**config.mk**
```make
export PLATFORM = sky130hd
export DESIGN_NAME = nmac_low_core
export DESIGN_NICKNAME = d
export VERILOG_FILES = /design/src/nmac_pkg.sv /design/src/nmac_arith.sv /design/src/nmac_cond.sv /design/src/nmac_low_core.sv
export VERILOG_INCLUDE_DIRS = /design/src
export SDC_FILE = /design/constraint.sdc
export NUM_CORES = 1
export LEC_CHECK = 0
export BUFFER_PORTS_ARGS = -buffer_cell sky130_fd_sc_hd__buf_2
export CORE_MARGIN = 2
export CORE_UTILIZATION = 45
export CTS_BUF_LIST = sky130_fd_sc_hd__clkbuf_4 sky130_fd_sc_hd__clkbuf_8
export CTS_CLUSTER_DIAMETER = 150
export DETAILED_ROUTE_END_ITERATION = 8
export GPL_TIMING_DRIVEN = 0
export MAX_ROUTING_LAYER = met4
export PLACE_DENSITY = 0.68
export SLEW_MARGIN = 20
export SYNTH_ARGS = -nofsm -noshare
export SYNTH_HDL_FRONTEND = slang
export SYNTH_SLANG_ARGS = --single-unit
```
**constraint.sdc**
```tcl
create_clock -name clk -period 6.6 [get_ports clk]
set_clock_uncertainty 0.2 [all_clocks]
set_input_delay 1.32 -clock clk [delete_from_list [all_inputs] [get_ports clk]]
set_output_delay 1.32 -clock clk [all_outputs]
set_load 0.1 [all_outputs]
```
**src/nmac_consts.svh**
```systemverilog
`ifndef NMAC_CONSTS_SVH
`define NMAC_CONSTS_SVH

// ----------------------------------------------------------------------------
// register byte offsets
// ----------------------------------------------------------------------------
`define OFS_SRC_A       8'h00
`define OFS_SRC_B       8'h04
`define OFS_DEST_ACCUM  8'h08
`define OFS_COMMAND     8'h0c
`define OFS_FIXED_EXC   8'h10
`define OFS_COND_ZERO   8'h14
`define OFS_IRQ_STATUS  8'h18
`define OFS_IRQ_MASK    8'h1c
`define OFS_CORE_STATUS 8'h20

// ----------------------------------------------------------------------------
// field positions
// ----------------------------------------------------------------------------
`define EXC_ARITH_BIT   0
`define EXC_STICKY_BIT  1
`define IRQ_DONE_BIT    0
`define IRQ_OVF_BIT     1
`define STAT_BUSY_BIT   0
`define CMD_FORM_LSB    0
`define CMD_FORM_MSB    2

// ----------------------------------------------------------------------------
// values
// ----------------------------------------------------------------------------
`define WORD_RESET      32'h0000_0000
`define SAT_POS_VALUE   32'h7fff_ffff
`define SAT_NEG_VALUE   32'h8000_0000

`endif

```
**src/nmac_pkg.sv**
```systemverilog
package nmac_pkg;

    // ------------------------------------------------------------------------
    // instruction forms: bit0 saturate, bit1 record, bit2 overflow enabled
    // ------------------------------------------------------------------------
    typedef enum logic [2:0] {
        NEG_MAC_LOW_MOD         = 3'b000,
        NEG_MAC_LOW_SAT         = 3'b001,
        NEG_MAC_LOW_MOD_REC     = 3'b010,
        NEG_MAC_LOW_SAT_REC     = 3'b011,
        NEG_MAC_LOW_MOD_OVF     = 3'b100,
        NEG_MAC_LOW_SAT_OVF     = 3'b101,
        NEG_MAC_LOW_MOD_OVF_REC = 3'b110,
        NEG_MAC_LOW_SAT_OVF_REC = 3'b111
    } form_t;

    typedef enum logic [0:0] {
        ST_IDLE = 1'b0,
        ST_EXEC = 1'b1
    } fsm_t;

    typedef struct packed {
        logic lt;
        logic gt;
        logic eq;
        logic so;
    } cond_field_t;

    typedef struct packed {
        logic [32:0] diff;
        logic        overflow;
        logic [31:0] value;
    } mac_result_t;

    typedef struct packed {
        fsm_t        fsm;
        form_t       form;
        logic [31:0] src_a;
        logic [31:0] src_b;
        logic [31:0] acc;
        logic        arith_ov;
        logic        sticky_ov;
        cond_field_t cr0;
        logic [1:0]  irq_stat;
        logic [1:0]  irq_mask;
        logic [31:0] rdata;
        logic        irq;
        logic        busy;
    } core_state_t;

endpackage
```
**src/nmac_arith.sv**
```systemverilog
`timescale 1ns/1ps
`include "nmac_consts.svh"

module nmac_arith (
    // operands
    input  wire logic [31:0]          src_a,
    input  wire logic [31:0]          src_b,
    input  wire logic [31:0]          acc,
    input  wire logic                 saturate,
    // result
    output nmac_pkg::mac_result_t     result
);

    function automatic logic [32:0] sext33(input logic [31:0] v);
        return {v[31], v};
    endfunction

    logic signed [31:0] product;
    logic        [32:0] diff;
    logic               ovf;

    // low halfwords only, signed 16x16 always fits 32 bits
    assign product = $signed(src_a[15:0]) * $signed(src_b[15:0]);
    // subtract at 33 bits so the carry out is kept
    assign diff = sext33(acc) - sext33(product);
    assign ovf  = diff[32] ^ diff[31];

    always_comb begin
        result.diff     = diff;
        result.overflow = ovf;
        if (saturate && ovf) begin
            result.value = diff[32] ? `SAT_NEG_VALUE : `SAT_POS_VALUE;
        end else begin
            result.value = diff[31:0];
        end
    end

endmodule

```
**src/nmac_cond.sv**
```systemverilog
`timescale 1ns/1ps

module nmac_cond (
    // stored result and summary flag
    input  wire logic [31:0]          value,
    input  wire logic                 sticky,
    // condition field
    output nmac_pkg::cond_field_t     field
);

    always_comb begin
        field.lt = value[31];
        field.gt = ~value[31] & (|value);
        field.eq = ~(|value);
        field.so = sticky;
    end

endmodule

```
**src/nmac_low_core.sv**
```systemverilog
// Notes on behaviour
// - multiply low halfwords of both sources
// - halfwords signed, product is 32 bits
// - subtract product from accumulator at 33 bits
// - modulo forms keep low 32 bits
// - saturating forms clamp to nearest representable
// - base forms write accumulator only
// - record forms update condition field only
// - overflow forms update overflow flags only
// - overflow record forms update flags and field
// - accumulator is both input and destination
//
// The address-and-strobe port and the register addresses were decided locally.
`timescale 1ns/1ps
`include "nmac_consts.svh"

module nmac_low_core (
    // clock and reset
    input  wire logic        clk,
    input  wire logic        rst_n,
    // register port
    input  wire logic [7:0]  addr,
    input  wire logic [31:0] wr_data,
    input  wire logic        wr_en,
    input  wire logic        rd_en,
    output logic      [31:0] rd_data,
    // status
    output logic             irq,
    output logic             busy
);

    // ------------------------------------------------------------------------
    // state and helpers
    // ------------------------------------------------------------------------
    nmac_pkg::core_state_t   cur_reg;
    nmac_pkg::core_state_t   cur_next;
    nmac_pkg::mac_result_t   res;
    nmac_pkg::cond_field_t   cond;
    logic                    exec;
    logic                    sat_form;
    logic                    rec_form;
    logic                    ovf_form;
    logic                    sw_sticky;
    logic                    sticky_after;
    logic [1:0]              events;

    function automatic logic hit(input logic [7:0] a, input logic [7:0] ofs);
        return a == ofs;
    endfunction

    assign exec     = cur_reg.fsm == nmac_pkg::ST_EXEC;
    assign sat_form = cur_reg.form[0];
    assign rec_form = cur_reg.form[1];
    assign ovf_form = cur_reg.form[2];

    // ------------------------------------------------------------------------
    // datapath
    // ------------------------------------------------------------------------
    nmac_arith u_arith (
        .src_a    (cur_reg.src_a),
        .src_b    (cur_reg.src_b),
        .acc      (cur_reg.acc),
        .saturate (sat_form),
        .result   (res)
    );

    // the field must see the summary flag as it stands after this operation
    assign sw_sticky    = (wr_en && hit(addr, `OFS_FIXED_EXC)) ? wr_data[`EXC_STICKY_BIT] : cur_reg.sticky_ov;
    assign sticky_after = sw_sticky | (exec & ovf_form & res.overflow);

    nmac_cond u_cond (
        .value  (res.value),
        .sticky (sticky_after),
        .field  (cond)
    );

    assign events[`IRQ_DONE_BIT] = exec;
    assign events[`IRQ_OVF_BIT]  = exec & res.overflow;

    // ------------------------------------------------------------------------
    // next state
    // ------------------------------------------------------------------------
    always_comb begin
        cur_next = cur_reg;

        // sequencer: one command, one execute cycle; commands while busy are dropped
        case (cur_reg.fsm)
            nmac_pkg::ST_IDLE: begin
                if (wr_en && hit(addr, `OFS_COMMAND)) begin
                    cur_next.fsm  = nmac_pkg::ST_EXEC;
                    cur_next.form = nmac_pkg::form_t'(wr_data[`CMD_FORM_MSB:`CMD_FORM_LSB]);
                end
            end
            nmac_pkg::ST_EXEC: begin
                cur_next.fsm = nmac_pkg::ST_IDLE;
            end
            default: begin
                cur_next.fsm = nmac_pkg::ST_IDLE;
            end
        endcase

        // software writes come first; the execute cycle overrides them below
        if (wr_en) begin
            if (hit(addr, `OFS_SRC_A)) begin
                cur_next.src_a = wr_data;
            end
            if (hit(addr, `OFS_SRC_B)) begin
                cur_next.src_b = wr_data;
            end
            if (hit(addr, `OFS_DEST_ACCUM)) begin
                cur_next.acc = wr_data;
            end
            if (hit(addr, `OFS_FIXED_EXC)) begin
                cur_next.arith_ov  = wr_data[`EXC_ARITH_BIT];
                cur_next.sticky_ov = wr_data[`EXC_STICKY_BIT];
            end
            if (hit(addr, `OFS_COND_ZERO)) begin
                cur_next.cr0 = nmac_pkg::cond_field_t'(wr_data[3:0]);
            end
            if (hit(addr, `OFS_IRQ_STATUS)) begin
                cur_next.irq_stat = cur_reg.irq_stat & ~wr_data[1:0];
            end
            if (hit(addr, `OFS_IRQ_MASK)) begin
                cur_next.irq_mask = wr_data[1:0];
            end
        end

        // a new event wins over a write-one-to-clear in the same cycle
        cur_next.irq_stat = cur_next.irq_stat | events;

        if (exec) begin
            cur_next.acc = res.value;
            if (ovf_form) begin
                cur_next.arith_ov  = res.overflow;
                cur_next.sticky_ov = sticky_after;
            end
            if (rec_form) begin
                cur_next.cr0 = cond;
            end
            // base forms touch neither the flags nor the field
        end

        // read data valid the cycle after the strobe only
        cur_next.rdata = `WORD_RESET;
        if (rd_en) begin
            case (addr)
                `OFS_SRC_A:       cur_next.rdata = cur_reg.src_a;
                `OFS_SRC_B:       cur_next.rdata = cur_reg.src_b;
                `OFS_DEST_ACCUM:  cur_next.rdata = cur_reg.acc;
                `OFS_COMMAND:     cur_next.rdata = {29'h000_0000, cur_reg.form};
                `OFS_FIXED_EXC:   cur_next.rdata = {30'h000_0000, cur_reg.sticky_ov, cur_reg.arith_ov};
                `OFS_COND_ZERO:   cur_next.rdata = {28'h000_0000, cur_reg.cr0};
                `OFS_IRQ_STATUS:  cur_next.rdata = {30'h000_0000, cur_reg.irq_stat};
                `OFS_IRQ_MASK:    cur_next.rdata = {30'h000_0000, cur_reg.irq_mask};
                `OFS_CORE_STATUS: cur_next.rdata = {31'h000_0000, cur_reg.busy};
                default:          cur_next.rdata = `WORD_RESET;
            endcase
        end

        cur_next.irq  = |(cur_next.irq_stat & cur_next.irq_mask);
        cur_next.busy = cur_next.fsm == nmac_pkg::ST_EXEC;
    end

    always_ff @(posedge clk or negedge rst_n) begin
        if (!rst_n) begin
            cur_reg <= '0;
        end else begin
            cur_reg <= cur_next;
        end
    end

    assign rd_data = cur_reg.rdata;
    assign irq     = cur_reg.irq;
    assign busy    = cur_reg.busy;

    // ------------------------------------------------------------------------
    // checks
    // ------------------------------------------------------------------------
    logic signed [31:0] ref_prod;
    logic        [32:0] ref_diff;
    logic               quiet;

    // reference built apart from the datapath, from the low halfwords only
    assign ref_prod = $signed(cur_reg.src_a[15:0]) * $signed(cur_reg.src_b[15:0]);
    assign ref_diff = {cur_reg.acc[31], cur_reg.acc} - {ref_prod[31], ref_prod};
    assign quiet    = !wr_en;
endmodule

```
Word-level counts from Yosys, hierarchy flattened --
Cells that the tools add are included.
Word-level totals: flip-flop bits (word level) 143, input bits 44, output and inout port bits 34, logic and storage cells 66
Cells by class: add/subtract/negate cells 1, $mul 1, eq/ne operators 8, muxes and demuxes 16, bitwise logic cells 13, reduce and logical (&&, ||, !) cells 12
Operators by type and width (count):
- 32-bit case mux with 9 select lines | 1
- 32-bit 2-to-1 mux | 4
- 42-bit 2-to-1 mux | 1
- 38-bit 2-to-1 mux | 1
- 32-bit by 32-bit subtractor with 33-bit output | 1
- 8-bit by 5-bit equality test with 1-bit output (second input constant) | 4
- 16-bit by 16-bit multiplier with 32-bit output | 1
- 32-bit OR reduction | 1
- 8-bit by 4-bit equality test with 1-bit output (second input constant) | 2
- 4-bit 2-to-1 mux | 3
- 8-bit by 3-bit equality test with 1-bit output (second input constant) | 1
- 8-bit by 6-bit equality test with 1-bit output (second input constant) | 1
- 8-bit zero test | 1
- 2-bit 2-to-1 mux | 4
- 2-bit AND reduction | 4
- 1-bit bitwise AND | 4
- 2-bit bitwise AND | 2
- 2-bit nonzero test | 2
- 1-bit logical AND | 3
- 1-bit NOT | 3
- 2-bit NOT | 1
- 2-bit bitwise OR | 1
- 1-bit case mux with 2 select lines | 1
- 2-bit OR reduction | 1
- 3 further kinds | 3

Longest topological paths before layout --
Gate-level depths: netlist of the first run.
depth after elaboration 9, depth in mapped cells 27, gate-level depth less buffers 23

Cells and area by module --
From an unflattened synthesis of the first run, not the netlist that was laid out.
Second synthesis, totals: cells, all modules 1888, area total of the unflattened synthesis 18645.4 µm²
By module, submodules not included:
- nmac_arith | instances 1, cells an instance 1345, area an instance 11939.0 µm², sequential area each 0.0 µm²
- nmac_low_core | instances 1, cells an instance 529, area an instance 6608.8 µm², sequential area each 3578.4 µm²
- nmac_cond | instances 1, cells an instance 14, area an instance 97.6 µm², sequential area each 0.0 µm²

Least setup slack after synthesis of the first run --
Ideal clock, no wire load.
path type register to register, from register cur_reg[123] (netlist bit), to register cur_reg[51] (netlist bit), setup time 0.094 ns, arrival time 6.717 ns, data required time 6.306 ns, setup slack -0.411 ns, stages on the path, launching flop included 26, buffers on the path 4, period minus slack after synthesis 7.011 ns, path through dfrtp_1 clkbuf_1 clkbuf_1 nand2_1 inv_1 fa_1 fa_1 inv_1 fa_1 fa_1 fa_1 inv_1 fa_1 inv_1 ha_1 buf_2 and3_1 nand2_1 or2_2 o221ai_1 o211a_1 nor2_1 nor3_4 nor2_2 buf_6 a221oi_2
On the way: word-level cells in the longest chain between the ends 6, elaborated cells on any way between the ends 7, classes of those cells add/sub: 1; mul: 1; mux: 3; bitwise: 1; reduce/logical: 1
RTL lines:
- from (decl) | RTL line nmac_low_core.sv:35 | nmac_pkg::core_state_t cur_reg;
- from (signal assigned) | RTL line nmac_low_core.sv:168 | cur_reg <= cur_next;
- 16-bit by 16-bit multiplier with 32-bit output *
- 32-bit by 32-bit subtractor with 33-bit output *
- 1-bit XOR | RTL line nmac_arith.sv:26 | assign ovf = diff[32] ^ diff[31];
- 1-bit logical AND | RTL line nmac_arith.sv:31 | if (saturate && ovf) begin
- 32-bit 2-to-1 mux * | RTL line nmac_arith.sv:31
- 38-bit 2-to-1 mux * | RTL line nmac_low_core.sv:131 | if (exec) begin
Mark *: on every way between the ends. The rest lies on a longest branch, timed or not. A chain may end at the register's enable or synchronous reset.

Final worst setup path of the first run --
from register cur_reg[116] (netlist bit), to register cur_reg[50] (netlist bit)
Same word-level chain as after synthesis.

==> metrics.log, run 1 <==
INFO  metric die-height = 210 um
INFO  metric final_cell_count_no_fill = 2726
INFO  metric power.density_cell_area = 155 nW/um^2
INFO  metric multiInputGateArea = 14000 um^2
INFO  metric number_of_maximum_capacitance_constraint_violations = 0
INFO  metric first_iter_violations = 1401
INFO  metric crit_type = flip-flop to flip-flop
INFO  metric rsz_0062_raised_after_global_routing = true
INFO  metric synth-compound-area-share = 0.115
INFO  metric critical_path_peak_fanout = 5
INFO  metric final_number_of_max_transition_violations = 0
INFO  metric port-buffer-count = 77
INFO  metric synth_fa_ha_area_frac = 0.381
INFO  metric areaGrowthSynthToFinish = 18.6%
INFO  metric drt.antenna.violating_nets = 0
INFO  metric grt_antenna_before_repair = 0
INFO  metric clock_tree.buffer_depth = 2
INFO  metric worstSetupEndpointType = flip-flop
INFO  metric synth-xor-area-share = 0.0138
INFO  metric vias_per_cell = 5.65
INFO  metric seq_area_frac_synth = 0.187
INFO  metric num_antenna_cells = 0
INFO  metric worst_hold_path.num_cells = 1
INFO  metric die-area = 44200 um^2
INFO  metric global_route.usage.total = 0.300
INFO  metric place.detailed.hpwl = 46.8 mm
INFO  metric worst_path_depth = 22
INFO  metric ir_worst_vdd = 0.000130 V
INFO  metric num-fill-cells = 3686
INFO  metric cp_cell_sequence = buf_6, and2_1, fa_1, fa_2, fa_1, inv_2, fa_2, fa_1, inv_2, fa_1, inv_2, ha_4, inv_2, or3_4, a2111o_1, a2111oi_4, a2111oi_4, xnor2_4, buf_6, or3_4, buf_8, a221oi_2
INFO  metric grt_start_max_net_pins = 101
INFO  metric cts_tree = built
INFO  metric die_span_x = 210 um
INFO  metric synth_simple_gate_area_share = 0.132
INFO  metric detailroute.via_count = 15390
INFO  metric first_pass_iters = 7
INFO  metric area_of_the_mapped_netlist = 19100 um^2
INFO  metric crit_slowest_cell = sky130_fd_sc_hd__fa_1
INFO  metric setup_viol_count_final = 40
INFO  metric clock_latency = 0.51 ns
INFO  metric clkTransAtPathRegs = 0.11 ns
INFO  metric remaining_drc_errors = 0
INFO  metric worst-endpoint-arrival = 7.36 ns
INFO  metric timing.final.crit_share = 1.09
INFO  metric synth_enable_flop_cells = 0
INFO  metric finalWorstPathRequiredPeriod = 7.18 ns
INFO  metric worst_case_reg_to_reg_path_depth = 22
INFO  metric fmax = 139 MHz
INFO  metric final_core_utilization = 0.541
INFO  metric synth.avg_cell_area = 9.71 um^2
INFO  metric maxSlewHeadroom = 0.286
INFO  metric synth-async-reset-ratio = 1.00
INFO  metric tritoncts.num_buffers = 17
INFO  metric placed_area = 20500 um^2
INFO  metric detail_route.wirelength = 62.3 mm
INFO  metric post_cts_hold_buffer_count = 0
INFO  metric ctsHtreeMaxLevel = 4
INFO  metric static-leakage-power = 0.0104 uW
INFO  metric timing_hold_violations_final = 0
INFO  metric first_pass_grt_wire_length = 96.6 mm
INFO  metric syn-instance-count = 1973
INFO  metric run_status = complete, but fails checks
INFO  metric yosys-mux-area-fraction = 0.0582
INFO  metric critPathRequiredTime = 6.78 ns
INFO  metric num_rows = 75
INFO  metric timing.critical_path.max_delay_family = adder cells
INFO  metric postSynth.topFlopCell = sky130_fd_sc_hd__dfrtp_1
INFO  metric failing_checks = setup timing
INFO  metric global_route_overflow = 0
INFO  metric placed_cells = 2590
INFO  metric synth_top_family_by_area = adder cells
INFO  metric starting_density_of_the_core = 0.456
INFO  metric core = 41900 um^2
INFO  metric grt_pass1_vias = 16145
INFO  metric clock_tree.root_cell = sky130_fd_sc_hd__clkbuf_8
INFO  metric nNetsFinal = 2618
INFO  metric synth_fp_nets = 2417
INFO  metric io_pins = 78
INFO  metric critical_path.n_buffers_inverters = 7
INFO  metric fin_ws = -0.581 ns
INFO  metric seq_area = 3610 um^2
INFO  metric worst-slew-pin-transition = 1.07 ns
INFO  metric drive_above_1_share = 0.258
INFO  metric critical_path.max_stage_delay = 0.58 ns
INFO  metric clkSinkCount = 143
INFO  metric worstHoldPathType = flip-flop to flip-flop
INFO  metric synth-warning-count = 0
INFO  metric startpoint_type = flip-flop
INFO  metric wire_per_inst = 22.9 um
INFO  metric gpl.final_weighted_congestion = 0.962
INFO  metric synth_cell_types = 84
INFO  metric post-route-cell-area = 22700 um^2
INFO  metric ys_ff_latch = 143
INFO  metric largest_register_ff_count = 109
layer usage:
layer	up-vias	routed length (um)	global-route usage
met1	7867	26300	0.389
met4	0	3270	0.131
met3	163	4440	0.0529
met2	657	28300	0.465
met5	-	0	-
li1	6703	-	-
where the power goes:
part	leakage, uW	total (uW)	switching (uW)	internal (uW)
Sequential	0.00180	992	71.1	921
Clock	0.000201	749	461	288
Combinational	0.00845	1770	1020	747
Total	0.0104	3510	1560	1960
area by class of cell:
cell class                      instances  share of cell area
Buffer                                126              0.0482
Clock buffer                           17              0.0103
Clock inverter                         15             0.00722
Inverter                              401              0.0670
Multi-Input combinational cell       1297               0.617
Sequential cell                       143               0.159
Tap cell                              539              0.0297
Timing Repair Buffer                  188              0.0616
cell usage after synthesis, drive strengths merged, types with 4 or more instances:
| cell type | number | share of area |
|---|---|---|
| and3 | 15 | 0.0049 |
| clkbuf | 74 | 0.015 |
| nand2b | 4 | 0.0013 |
| o211ai | 7 | 0.0030 |
| o311a | 4 | 0.0021 |
| o21bai | 5 | 0.0020 |
| fa | 305 | 0.32 |
| buf | 58 | 0.020 |
| xnor2 | 18 | 0.011 |
| mux2i | 36 | 0.019 |
| nand2 | 191 | 0.037 |
| and2 | 129 | 0.042 |
| a21o | 19 | 0.0074 |
| a21oi | 44 | 0.012 |
| mux2 | 67 | 0.039 |
| a22oi | 11 | 0.0043 |
| and4 | 6 | 0.0027 |
| or3 | 9 | 0.0029 |
| nand3 | 13 | 0.0037 |
| nor2 | 65 | 0.013 |
| nor2b | 14 | 0.0046 |
| inv | 401 | 0.079 |
| or2 | 10 | 0.0033 |
| ha | 95 | 0.062 |
| nand4 | 13 | 0.0042 |
| a2111oi | 5 | 0.0042 |
| a31oi | 14 | 0.0057 |
| a221oi | 29 | 0.019 |
| a211oi | 13 | 0.0060 |
| xor2 | 7 | 0.0032 |
| nor4 | 6 | 0.0020 |
| dfrtp | 143 | 0.19 |
| o21a | 8 | 0.0031 |
| o22ai | 5 | 0.0016 |
| nor3 | 15 | 0.0045 |
| a222oi | 29 | 0.015 |
| o21ai | 37 | 0.0097 |
cells by family (layout without fill, tap and decap cells):
kind of cell | after synthesis | count (layout)
AOI/OAI and AO/OA | 268 | 268
buffers and inverters | 533 | 747
xor gates and xnor gates | 25 | 25
adders and majority gates | 400 | 400
and+or+nand+nor | 501 | 501
DFF | 143 | 143
muxes | 103 | 103
cell usage in the layout (no fill, tap or decap), types with 27 or more instances in the layout:
cell type,instances
sky130_fd_sc_hd__dfrtp_1,118
sky130_fd_sc_hd__clkbuf_1,27
sky130_fd_sc_hd__nor2_1,62
sky130_fd_sc_hd__buf_4,124
sky130_fd_sc_hd__mux2i_1,36
sky130_fd_sc_hd__nand2_1,179
sky130_fd_sc_hd__a21oi_1,32
sky130_fd_sc_hd__a222oi_1,29
sky130_fd_sc_hd__clkbuf_8,27
sky130_fd_sc_hd__and2_1,119
sky130_fd_sc_hd__ha_1,84
sky130_fd_sc_hd__o21ai_0,30
sky130_fd_sc_hd__inv_1,385
sky130_fd_sc_hd__mux2_2,67
sky130_fd_sc_hd__fa_1,290
sky130_fd_sc_hd__buf_2,87
worst register-to-register path, delay by kind of cell, from the launching register on:
family / cells / cell delay [ns]
buffers and inverters: 7 / 0.73
DFF: 1 / 0.50
and+or+nand+nor: 3 / 0.98
adders and majority gates: 7 / 3.38
xor gates and xnor gates: 1 / 0.19
AOI/OAI and AO/OA: 4 / 1.12
timing repair:
action,in CTS,in global routing
pin swaps,72,42
endpoints found under the setup margin,40,40
gates resized for setup,165,88
setup buffers,65,40
cloned,4,2
final timing paths:
| check | start | end | slack (ns) |
|---|---|---|---|
| max in group asynchronous | rst_n | cur_reg[90]$_DFFE_PN0P_ | 4.84 |
| worst min register to register | cur_reg[101]$_DFFE_PN0P_ | cur_reg[101]$_DFFE_PN0P_ | 0.32 |
| min in group asynchronous | rst_n | cur_reg[37]$_DFF_PN0_ | 0.51 |
| worst max-delay path | cur_reg[116]$_DFFE_PN0P_ | cur_reg[50]$_DFFE_PN0P_ | -0.58 |
| worst max register to register | cur_reg[116]$_DFFE_PN0P_ | cur_reg[50]$_DFFE_PN0P_ | -0.58 |
| worst min-delay path | cur_reg[101]$_DFFE_PN0P_ | cur_reg[101]$_DFFE_PN0P_ | 0.32 |
through the flow:
| step | setup WS [ns] | TNS (ns) | power, uW | hold slack [ns] |
|---|---|---|---|---|
| floorplan | 0.00438 | 0 | 1960 | 0.260 |
| global placement | -1.46 | -43.75 | 2360 | 0.285 |
| detailed placement | -1.41 | -47.28 | 2370 | 0.293 |
| CTS | -0.638 | -21.15 | 3340 | 0.318 |
| global route | -0.743 | -24.21 | 3680 | 0.326 |
| finish | -0.581 | -18.38 | 3510 | 0.318 |
(Power assumes the default switching activity.)
==> inputs of run 2 (changes only) <==
--- a/config.mk
+++ b/config.mk
@@ -16,3 +16,3 @@
 export MAX_ROUTING_LAYER = met4
-export PLACE_DENSITY = 0.68
+export PLACE_DENSITY = 0.65
 export SLEW_MARGIN = 20
==> constraint.sdc (replaced) <==
create_clock -name clk -period 9.14 [get_ports clk]
set_clock_uncertainty 0.2 [all_clocks]
set_input_delay 0.914 -clock clk [delete_from_list [all_inputs] [get_ports clk]]
set_output_delay 0.914 -clock clk [all_outputs]
set_load 0.1 [all_outputs]
==> run 2 against run 1 <==
Effect of this change:
- the flow now finishes without violations
- via count is 4.1% lower
- largest cell class unchanged
- maximum frequency shrank 17%
- core utilization down 4.8 points
- worst setup slack improved by 1.0 ns
- sequential power shrank 28%
- sequential cell count is the same
- first-iteration DRC count is 4.4% lower
==> metrics.log, run 2 (same netlist as run 1, synthesis figures left out) <==
INFO  metric clkTransAtPathRegs = 0.14 ns
INFO  metric portion_of_total_power_attributed_to_sequential_cells = 0.316
INFO  metric run_status = finished clean
INFO  metric layout_commonest_cell = sky130_fd_sc_hd__inv_1
INFO  metric maxSlewHeadroom = 0.331
INFO  metric global_route.usage.total = 0.279
INFO  metric die_span_x = 210 um
INFO  metric worst-slew-pin-transition = 0.991 ns
INFO  metric clock_tree.buffer_depth = 2
INFO  metric first_pass_grt_wire_length = 90.7 mm
INFO  metric tritoncts.num_buffers = 17
INFO  metric worst-endpoint-arrival = 8.81 ns
INFO  metric finalWorstPathRequiredPeriod = 8.68 ns
INFO  metric global_route_overflow = 0
INFO  metric p_total = 2270 uW
INFO  metric clock_latency = 0.51 ns
INFO  metric final_number_of_max_transition_violations = 0
INFO  metric worstHoldPathType = input pin to asynchronous set/reset pin
INFO  metric critPathRequiredTime = 9.27 ns
INFO  metric first_iter_violations = 1340
INFO  metric num_rows = 75
INFO  metric critical_path_peak_fanout = 10
INFO  metric timing_hold_violations_final = 0
INFO  metric netSwitchingFraction = 0.449
INFO  metric fmax = 115 MHz
INFO  metric areaGrowthSynthToFinish = 8.10%
INFO  metric vias_per_cell = 5.63
INFO  metric timing.final.crit_share = 0.949
INFO  metric num_antenna_cells = 0
INFO  metric static-leakage-power = 0.00951 uW
INFO  metric detailroute.via_count = 14763
INFO  metric fin_setup_tns = 0 ns
INFO  metric crit_type = flip-flop to flip-flop
INFO  metric rsz_0062_raised_after_global_routing = false
INFO  metric cts_tree = built
INFO  metric clkSinkCount = 143
INFO  metric worstSetupEndpointType = flip-flop
INFO  metric wire_per_inst = 21.9 um
INFO  metric power.density_cell_area = 110 nW/um^2
INFO  metric die-height = 210 um
INFO  metric num-fill-cells = 3867
INFO  metric gpl.final_weighted_congestion = 0.950
INFO  metric largest_register_ff_count = 109
INFO  metric die-area = 44200 um^2
INFO  metric intPower = 1250 uW
INFO  metric core = 41900 um^2
INFO  metric multiInputGateArea = 13400 um^2
INFO  metric ctsHtreeMaxLevel = 4
INFO  metric place.detailed.hpwl = 47.2 mm
INFO  metric setup_viol_count_final = 0
INFO  metric seq_area = 3580 um^2
INFO  metric post-route-cell-area = 20700 um^2
INFO  metric clock_power_share = 0.258
INFO  metric remaining_drc_errors = 0
INFO  metric grt_start_max_net_pins = 98
INFO  metric io_pins = 78
INFO  metric startpoint_type = flip-flop
INFO  metric drt.antenna.violating_nets = 0
INFO  metric port-buffer-count = 77
INFO  metric ir_worst_vdd = 0.0000884 V
INFO  metric grt_pass1_vias = 15473
INFO  metric share_comb_of_total_power = 0.426
INFO  metric first_pass_iters = 8
INFO  metric detail_route.wirelength = 57.4 mm
INFO  metric resized_after_cts = 0
INFO  metric grt_antenna_before_repair = 0
INFO  metric nNetsFinal = 2513
INFO  metric clock_tree.root_cell = sky130_fd_sc_hd__clkbuf_8
INFO  metric drive_above_1_share = 0.134
INFO  metric number_of_maximum_capacitance_constraint_violations = 0
INFO  metric placed_area = 20200 um^2
INFO  metric most-common-layout-cells = sky130_fd_sc_hd__inv_1, sky130_fd_sc_hd__fa_1, sky130_fd_sc_hd__nand2_1
INFO  metric net-switching-power = 1020 uW
INFO  metric starting_density_of_the_core = 0.456
## run 2: path summary, 6_finish.rpt
kind                                           from  slack, ns  depth (start not counted)                        to
min                                           rst_n       0.12                          1     rd_data[12]$_DFF_PN0_
min reg2reg                cur_reg[103]$_DFFE_PN0P_       0.32                          1  cur_reg[103]$_DFFE_PN0P_
max                         cur_reg[78]$_DFFE_PN0P_       0.46                         24   cur_reg[70]$_DFFE_PN0P_
max reg2reg                 cur_reg[78]$_DFFE_PN0P_       0.46                         24   cur_reg[70]$_DFFE_PN0P_
max in group asynchronous                     rst_n       7.80                          2   cur_reg[67]$_DFFE_PN0P_
min in group clk           cur_reg[103]$_DFFE_PN0P_       0.32                          1  cur_reg[103]$_DFFE_PN0P_
## run 2: layout make-up
class	instances	share of cell area
plain buffers	131	0.0316
clock buffers	17	0.0113
clock inverters	15	0.0108
inverters	401	0.0727
multi-input cells	1297	0.648
flip-flops and latches	143	0.173
well taps	539	0.0326
repair buffers	78	0.0204
## run 2: worst max-delay path, stage by stage (launching register included)
cell                       delay [ns]
sky130_fd_sc_hd__dfrtp_1         0.60
sky130_fd_sc_hd__clkbuf_1        0.56
sky130_fd_sc_hd__nand2_1         0.21
sky130_fd_sc_hd__inv_1           0.17
sky130_fd_sc_hd__fa_1            0.54
sky130_fd_sc_hd__fa_1            0.79
sky130_fd_sc_hd__inv_1           0.22
sky130_fd_sc_hd__fa_1            0.50
sky130_fd_sc_hd__fa_1            0.53
sky130_fd_sc_hd__fa_1            0.50
sky130_fd_sc_hd__inv_1           0.05
sky130_fd_sc_hd__fa_1            0.48
sky130_fd_sc_hd__inv_1           0.05
sky130_fd_sc_hd__ha_1            0.26
sky130_fd_sc_hd__buf_2           0.21
sky130_fd_sc_hd__and3_1          0.28
sky130_fd_sc_hd__nand2_1         0.09
sky130_fd_sc_hd__or2_2           0.34
sky130_fd_sc_hd__o221ai_1        0.39
sky130_fd_sc_hd__nor4b_2         0.15
sky130_fd_sc_hd__nor2_1          0.45
sky130_fd_sc_hd__nor3_4          0.13
sky130_fd_sc_hd__nor2_2          0.44
sky130_fd_sc_hd__buf_6           0.29
sky130_fd_sc_hd__a221oi_2        0.09
## run 2: metrics by stage
step	worst slack (ns)	util	hold WS (ns)	cells
3_5_place_dp	0.428	0.483	0.296	2590
6_report	0.462	0.493	0.117	2621
3_3_place_gp	0.533	0.482	0.285	2589
2_1_floorplan	2.13	-	0.260	1973
5_1_grt	0.0923	0.493	0.133	2621
4_1_cts	0.321	0.494	0.114	2622
## run 2: power by group through the flow
stage	Combinational (uW)	Sequential, uW	Clock (uW)
after global placement	937	726	0
after detailed placement	950	727	0
after global routing	1060	720	617
after floorplan	674	701	0
after CTS	959	714	591
final	967	718	585
## run 2: routing by layer
layer  wire length [um]  GRT usage
met1              24900      0.376
met2              26500      0.436
met3               3880     0.0372
met4               2090     0.0978
met5                  0          -
## run 2: repair_timing
action,4_1_cts,5_1_grt
endpoints found under the setup margin,0,12
buffers inserted,0,0
hold buffers,0,0
